$ cat src/include/dsc_pkg.sv
/*
 * Constants, types and timing counts for the deep sleep controller.
 * Assumes a single 40 MHz core clock and select and reset pins that idle high when the host is quiet.
 */
package dsc_pkg;

    // Mode configuration register layout, most significant field first
    typedef struct packed {
        logic       sleep_en;
        logic [2:0] drive;
        logic [3:0] rsvd;
        logic [3:0] lat_code;
        logic       lat_fixed;
        logic       burst_hybrid;
        logic [1:0] burst_len;
    } dsc_mode_t;

    // Sampled link pins, all idle high except the clock
    typedef struct packed {
        logic cs_n;
        logic reset_n;
        logic link_clk;
    } dsc_pins_t;

    localparam int SYNC_W = 3;
    localparam logic [SYNC_W-1:0] PINS_IDLE = 3'h6;

    // Reset value: normal operation, strongest drive, latency 8, variable, wrapped, 32 bytes
    localparam logic [15:0] MODE_RESET = 16'hF052;
    // Reserved bits 11..8 are not writable
    localparam logic [15:0] MODE_WR_MASK = 16'hF0FF;
    localparam int SLEEP_EN_BIT = 15;

    // Times as printed, in microseconds
    localparam int MIN_SLEEP_HOLD_TIME_US = 500;
    localparam int WAKE_TO_CLOCK_SETUP_TIME_US = 150;
    localparam int RESET_WAKE_TO_COMMAND_TIME_US = 150;
    localparam int SLEEP_REENTRY_GAP_US = 500;

    // Core clock period and derived cycle counts, least times rounded up
    localparam int MCLK_PERIOD_NS = 25;
    localparam int MIN_SLEEP_HOLD_CYC = (MIN_SLEEP_HOLD_TIME_US * 1000 + MCLK_PERIOD_NS - 1) / MCLK_PERIOD_NS;
    localparam int WAKE_SETUP_CYC = (WAKE_TO_CLOCK_SETUP_TIME_US * 1000 + MCLK_PERIOD_NS - 1) / MCLK_PERIOD_NS;
    localparam int RESET_WAKE_CYC = (RESET_WAKE_TO_COMMAND_TIME_US * 1000 + MCLK_PERIOD_NS - 1) / MCLK_PERIOD_NS;
    localparam int REENTRY_GAP_CYC = (SLEEP_REENTRY_GAP_US * 1000 + MCLK_PERIOD_NS - 1) / MCLK_PERIOD_NS;

    // Counter width holds the largest count, 20000 cycles
    localparam int CNT_W = 15;

endpackage

$ cat src/hw/dsc_sync.sv
/*
 * Two-flop synchroniser for the link pins.
 * Assumes the pins are asynchronous to i_mclk; first stage is read only by the second.
 */
module dsc_sync
#(
    parameter int W = 3,
    parameter logic [W-1:0] IDLE = '0
)
(
    // Clock and reset
    input wire logic i_mclk,
    input wire logic i_rst,
    // Pins in, synchronised copy out
    input wire logic [W-1:0] i_async,
    output logic [W-1:0] o_sync
);

    genvar g;

    // One two-stage chain per pin; reset loads the idle level so no false edge appears
    generate
        for (g = 0; g < W; g++)
        begin : g_bit
            logic meta;
            logic stable;
            always_ff @(posedge i_mclk or posedge i_rst)
            begin
                if (i_rst)
                begin
                    meta <= IDLE[g];
                    stable <= IDLE[g];
                end
                else
                begin
                    meta <= i_async[g];
                    stable <= meta;
                end
            end
            assign o_sync[g] = stable;
        end
    endgenerate

endmodule

$ cat src/hw/dsc_ctrl.sv
/*
 * Deep sleep entry and exit control with the mode configuration register it guards.
 * Assumes config writes arrive as one-cycle pulses from command logic on i_mclk,
 * and that chip select, reset and link clock are raw pins from the host.
 */
module dsc_ctrl
#(
    parameter int SLEEP_HOLD_CYC = dsc_pkg::MIN_SLEEP_HOLD_CYC,
    parameter int WAKE_CYC = dsc_pkg::WAKE_SETUP_CYC,
    parameter int RST_WAKE_CYC = dsc_pkg::RESET_WAKE_CYC,
    parameter int GAP_CYC = dsc_pkg::REENTRY_GAP_CYC
)
(
    // Clock and reset
    input wire logic i_mclk,
    input wire logic i_rst,
    // Link pins from the host
    input wire dsc_pkg::dsc_pins_t i_pins,
    // Config write from command logic
    input wire logic i_cfg_wr,
    input wire dsc_pkg::dsc_mode_t i_cfg_data,
    // Flag clears from command logic
    input wire logic i_lost_clr,
    input wire logic i_err_clr,
    // Status
    output dsc_pkg::dsc_mode_t o_mode,
    output logic o_sleep,
    output logic o_ready,
    output logic o_array_lost,
    output logic o_gap_busy,
    output logic o_proto_err
);
    import dsc_pkg::*;

    typedef enum logic [2:0] {
        ST_AWAKE,
        ST_ARMED,
        ST_SLEEP,
        ST_LOWPULSE,
        ST_SETTLE,
        ST_RST_HOLD
    } dsc_state_t;

    dsc_pins_t pins_s;
    logic lclk_d;
    logic lclk_rise;
    logic cs_hi;
    logic rst_rel;

    dsc_state_t state;
    dsc_state_t next_state;
    dsc_mode_t mode;
    dsc_mode_t next_mode;
    logic [CNT_W-1:0] cnt;
    logic [CNT_W-1:0] next_cnt;
    logic [CNT_W-1:0] gap;
    logic [CNT_W-1:0] next_gap;
    logic lost;
    logic next_lost;
    logic err;
    logic next_err;
    logic set_lost;
    logic set_err;

    // True in the states where the core is powered down
    function automatic logic in_sleep(input dsc_state_t s);
        in_sleep = (s == ST_SLEEP) || (s == ST_LOWPULSE);
    endfunction

    // Pins cross into the core clock here
    dsc_sync #(
        .W(SYNC_W),
        .IDLE(PINS_IDLE)
    ) u_sync (
        .i_mclk(i_mclk),
        .i_rst(i_rst),
        .i_async(i_pins),
        .o_sync(pins_s)
    );

    assign cs_hi = pins_s.cs_n;
    assign rst_rel = pins_s.reset_n;
    // The host clock stands still outside frames, so only its rising edge is looked at
    assign lclk_rise = pins_s.link_clk & ~lclk_d;

    // Edge detector stage behind the synchroniser
    always_ff @(posedge i_mclk or posedge i_rst)
    begin
        if (i_rst)
            lclk_d <= 1'b0;
        else
            lclk_d <= pins_s.link_clk;
    end

    // Sequencer next state, mode register and counters
    always_comb
    begin
        next_state = state;
        next_mode = mode;
        next_cnt = (cnt != '0) ? cnt - 1'b1 : cnt;
        next_gap = (gap != '0) ? gap - 1'b1 : gap;
        set_lost = 1'b0;
        set_err = 1'b0;
        if (!rst_rel)
        begin
            // Reset pin low wins over everything and restores defaults
            next_state = ST_RST_HOLD;
            next_mode = dsc_mode_t'(MODE_RESET);
            next_cnt = CNT_W'(RST_WAKE_CYC);
        end
        else
        begin
            unique case (state)
                ST_AWAKE:
                begin
                    if (i_cfg_wr)
                    begin
                        next_mode = dsc_mode_t'(16'(i_cfg_data) & MODE_WR_MASK);
                        if (!i_cfg_data.sleep_en)
                        begin
                            next_state = ST_ARMED;
                            set_err = (gap != '0);
                        end
                    end
                end
                ST_ARMED:
                begin
                    if (i_cfg_wr)
                    begin
                        // A later write may cancel the pending entry
                        next_mode = dsc_mode_t'(16'(i_cfg_data) & MODE_WR_MASK);
                        if (i_cfg_data.sleep_en)
                            next_state = ST_AWAKE;
                    end
                    else if (cs_hi)
                    begin
                        next_state = ST_SLEEP;
                        next_cnt = CNT_W'(SLEEP_HOLD_CYC);
                        set_lost = 1'b1;
                    end
                end
                ST_SLEEP:
                begin
                    // Writes are ignored here, so the mode register is retained
                    if (!cs_hi)
                    begin
                        next_state = ST_LOWPULSE;
                        set_err = (cnt != '0);
                    end
                end
                ST_LOWPULSE:
                begin
                    if (cs_hi)
                    begin
                        next_state = ST_SETTLE;
                        next_mode.sleep_en = 1'b1;
                        next_cnt = CNT_W'(WAKE_CYC);
                    end
                end
                ST_SETTLE:
                begin
                    // Select low or host clocking before the wait is over is flagged
                    set_err = !cs_hi || lclk_rise;
                    if (cnt == '0)
                    begin
                        next_state = ST_AWAKE;
                        next_gap = CNT_W'(GAP_CYC);
                    end
                end
                ST_RST_HOLD:
                begin
                    next_state = ST_SETTLE;
                end
            endcase
        end
        // Setting wins over a clear in the same cycle
        next_lost = set_lost | (lost & ~i_lost_clr);
        next_err = set_err | (err & ~i_err_clr);
    end

    // Registers; the gap counter starts loaded so power-up counts as an exit
    always_ff @(posedge i_mclk or posedge i_rst)
    begin
        if (i_rst)
        begin
            state <= ST_AWAKE;
            mode <= dsc_mode_t'(MODE_RESET);
            cnt <= '0;
            gap <= CNT_W'(GAP_CYC);
            lost <= 1'b0;
            err <= 1'b0;
        end
        else
        begin
            state <= next_state;
            mode <= next_mode;
            cnt <= next_cnt;
            gap <= next_gap;
            lost <= next_lost;
            err <= next_err;
        end
    end

    // Status outputs, decoded from registered state
    assign o_mode = mode;
    assign o_sleep = in_sleep(state);
    assign o_ready = (state == ST_AWAKE) || (state == ST_ARMED);
    assign o_array_lost = lost;
    assign o_gap_busy = (gap != '0);
    assign o_proto_err = err;
endmodule

$ cat config.mk
export PLATFORM = sky130hd
export DESIGN_NAME = dsc_ctrl
export DESIGN_NICKNAME = d
export VERILOG_FILES = /design/src/include/dsc_pkg.sv /design/src/hw/dsc_sync.sv /design/src/hw/dsc_ctrl.sv
export SDC_FILE = /design/constraint.sdc
export NUM_CORES = 1
export LEC_CHECK = 0
export BUFFER_PORTS_ARGS = -buffer_cell sky130_fd_sc_hd__buf_2
export CAP_MARGIN = 5
export CORE_MARGIN = 2
export CORE_UTILIZATION = 40
export DETAILED_ROUTE_END_ITERATION = 8
export SYNTH_ARGS = -nofsm -noshare
export SYNTH_HDL_FRONTEND = slang
export SYNTH_SLANG_ARGS = --single-unit
$ cat constraint.sdc
create_clock -name i_mclk -period 2.5 [get_ports i_mclk]
set_input_delay 0.375 -clock i_mclk [delete_from_list [all_inputs] [get_ports i_mclk]]
set_output_delay 0.375 -clock i_mclk [all_outputs]
set_load 0.005 [all_outputs]
==> metrics <==
Synth async-reset ratio=100%; Final Setup Violations=0; I/O pins=45; setup slack, reg-to-reg=300 ps; Relative slew margins=55.2%; Period Utilization, post-route=92.1%; Final min period=2300 ps; row cnt=29; post-layout power=1.55 mW; Avg WL per Cell=14.7 um; leading area contributor after synthesis=dfrtp_1; filler cell count=619; Setup crit end kind=output pin; Clock Path Buffers=2; post-synth cell types=52; post_cts resized=0; Synth warnings=0; worst slew pin tran=666 ps; LEAKAGE=1.36 nW; pins over their slew limit=0; vias in the first global route=2,134; Multi-input gate area=1230 um2; Final #Nets=347; wirelength, routed=5.85 mm; Initial Utilization=41.8%; register area=1370 um2; P_sw=382 uW; crit-path max FO=7; Root Buffer=clkbuf_8; DP Cell Count=390; critical path startpoint category=flop; register area share after synthesis=50.7%; WS Path Type=flop to output pin; routed vias/inst=5.47; via count=2,178; GPL Wtd Cong=0.842; Synth Area in Simple Gates=27.8%; Synth Instances=278; antenna diode count=0; most common cell after layout, fill and taps aside=dfrtp_1; Setup Fix Bufs, Post-CTS=0; DP HPWL=4.15 mm; RSZ-0062 raised after global routing=false; post-synthesis register bit count=54; drt drc=0; Flop pwr share=59.3%; dpl cell area=2990 um2; post-layout util=47.7%; netlist area before placement=2700 um2; Iteration-0 DRC Markers=73; post-synthesis xor/xnor area fraction=0.648%; VDD IR-drop max=0.289 mV; Die Y-Extent=86.2 um; post-synthesis compound-gate area fraction=14.4%; power per cell area=504 nW/um2; worst skew pair latency=310 ps; Syn Area/Cell=9.72 um2; worst min-delay path class=input port to asynchronous set/reset pin; # H-tree levels=2; drt first pass iters=4; Clock transition at path regs=100 ps; die area=7430 um2; post-synthesis mux area share=0.741%; Layout Skew=14.1 ps; share of layout cells above drive strength 1=24.0%; status=finished, final reports clean; CTS tree=done; Syn-to-layout area delta=14.0%; predominant post-synthesis flop cell=dfrtp_1; first-pass GRT wire length=10.1 mm; Sw Ratio=24.6%; fin area=3080 um2; arrival time worst endpoint=1930 ps; total gr overflow=0; fmax=0.434 GHz; EDFF count, synth=0; share of the synthesized area in the top cell type=35.2%; Cell Int Power=1.17 mW; antenna-violating nets left=0; TritonCTS Buffers=5; final hold vios=0; Clock Sinks=54; Finished Layout Cells=398; Post-Route Setup TNS=0 ps; Total GRT Usage=16.9%; Core Area=6460 um2; Adder-Cell Fraction of Synth Area=1.39%; hold_buf cts=0; combinational power share=7.3%; top post-synthesis cells by area=dfrtp_1 (35%), dfstp_2 (16%), nand2_1 (4.7%); max cap viols=0; Port Buf Inserts=36; largest net degree at the start of global routing=20; main combinational cell family by area after synthesis=simple AND/OR/NAND/NOR gates; Worst Path Required=2120 ps; Clk pwr share=33.4%; DIE WIDTH=86.2 um; antenna violations before repair=0; most frequent cells in the layout=dfrtp_1 (38), buf_2 (36), nand2_1 (34), nor2_1 (18), a21oi_1 (18)
logic make-up (layout without fill, tap and decap cells):
kind of cell | after synthesis | count (layout)
mux | 2 | 2
xor+xnor | 2 | 2
other cells | 1 | 4
buf+inv | 25 | 65
fa+ha+maj | 3 | 3
simple gates | 134 | 134
flops | 54 | 54
compound gates | 57 | 57
stage by stage:
step / setup slack [ps] / hold slack (ps)
final: 198 / 41.2
after CTS: 199 / 47.7
after global routing: 56.5 / 64.1
after floorplan: 464 / 331
after global placement: 355 / 331
after detailed placement: 324 / 345
power by group through the flow:
stage / clock network (mW) / registers [mW] / logic [mW]
finish: 0.518 / 0.921 / 0.114
global route: 0.573 / 0.926 / 0.130
CTS: 0.539 / 0.921 / 0.116
detailed placement: 0 / 0.937 / 0.115
global placement: 0 / 0.936 / 0.114
floorplan: 0 / 0.928 / 0.0784
worst max-delay path, stage by stage (launching register included):
cell and delay (ps):
dfrtp_1 450, inv_1 80, ha_1 270, nor4b_1 330, nand4_1 270, buf_2 220
layout make-up:
| cell class | count | share of cell area, % |
|---|---|---|
| timing repair buffer | 44 | 7.80 |
| inverter | 13 | 1.58 |
| multi-input combinational | 202 | 39.9 |
| tap | 77 | 3.13 |
| clock buffer | 7 | 2.80 |
| sequential | 54 | 44.5 |
| clock inverter | 1 | 0.284 |
synthesized netlist by cell type, types with 2 or more instances:
| library cell | count |
|---|---|
| dfrtp_1 | 38 |
| nand2_1 | 34 |
| a21oi_1 | 18 |
| nor2_1 | 18 |
| dfstp_2 | 16 |
| nand3_1 | 14 |
| inv_1 | 13 |
| nand2b_1 | 8 |
| nor4_1 | 8 |
| clkbuf_1 | 7 |
| o31ai_1 | 7 |
| or3_1 | 7 |
| nand3b_1 | 6 |
| nor3_1 | 6 |
| or4_1 | 6 |
| buf_4 | 5 |
| o21ai_0 | 5 |
| and2_1 | 4 |
| nand4_1 | 4 |
| a211o_1 | 3 |
| a211oi_1 | 3 |
| ha_1 | 3 |
| o311ai_0 | 3 |
| o41ai_1 | 3 |
| a2bb2oi_1 | 2 |
| a31oi_1 | 2 |
| and4b_1 | 2 |
| mux2i_1 | 2 |
| nor2b_1 | 2 |
| nor3b_1 | 2 |
| o211ai_1 | 2 |
| o31a_1 | 2 |
| or4_4 | 2 |
| or4b_2 | 2 |
| xnor2_1 | 2 |
worst paths after layout:
kind | start | end | cells past startpoint
hold reg to reg | u_sync.g_bit[1].meta | u_sync.g_bit[1].stable | 0
hold / removal | i_rst | state[2] | 2
setup / recovery | gap[0] | o_gap_busy | 5
min in group i_mclk | i_pins[1] | u_sync.g_bit[1].meta | 1
max in group asynchronous | i_rst | gap[9] | 3
setup reg to reg | cnt[0] | cnt[7] | 6
flip-flops by register name (all words and copies together), names as in the netlist:
register,flops
o_proto_err,1
o_array_lost,1
state,3
cnt,15
o_mode,12
lclk_d,1
u_sync.g_bit.stable,3
u_sync.g_bit.meta,3
gap,15
layer usage:
metal  global-route usage (%)  part of all wire (%)  routed length (um)  vias to the layer above
met4                     4.69                   1.0                  59                        0
li1                         -                     -                   -                     1098
met3                     3.14                   2.7                 158                        5
met2                     27.8                    47                2740                       34
met5                        0                     0                   0                        -
met1                     23.0                    49                2890                     1041
No activity file was read; power rests on OpenSTA's default activity.
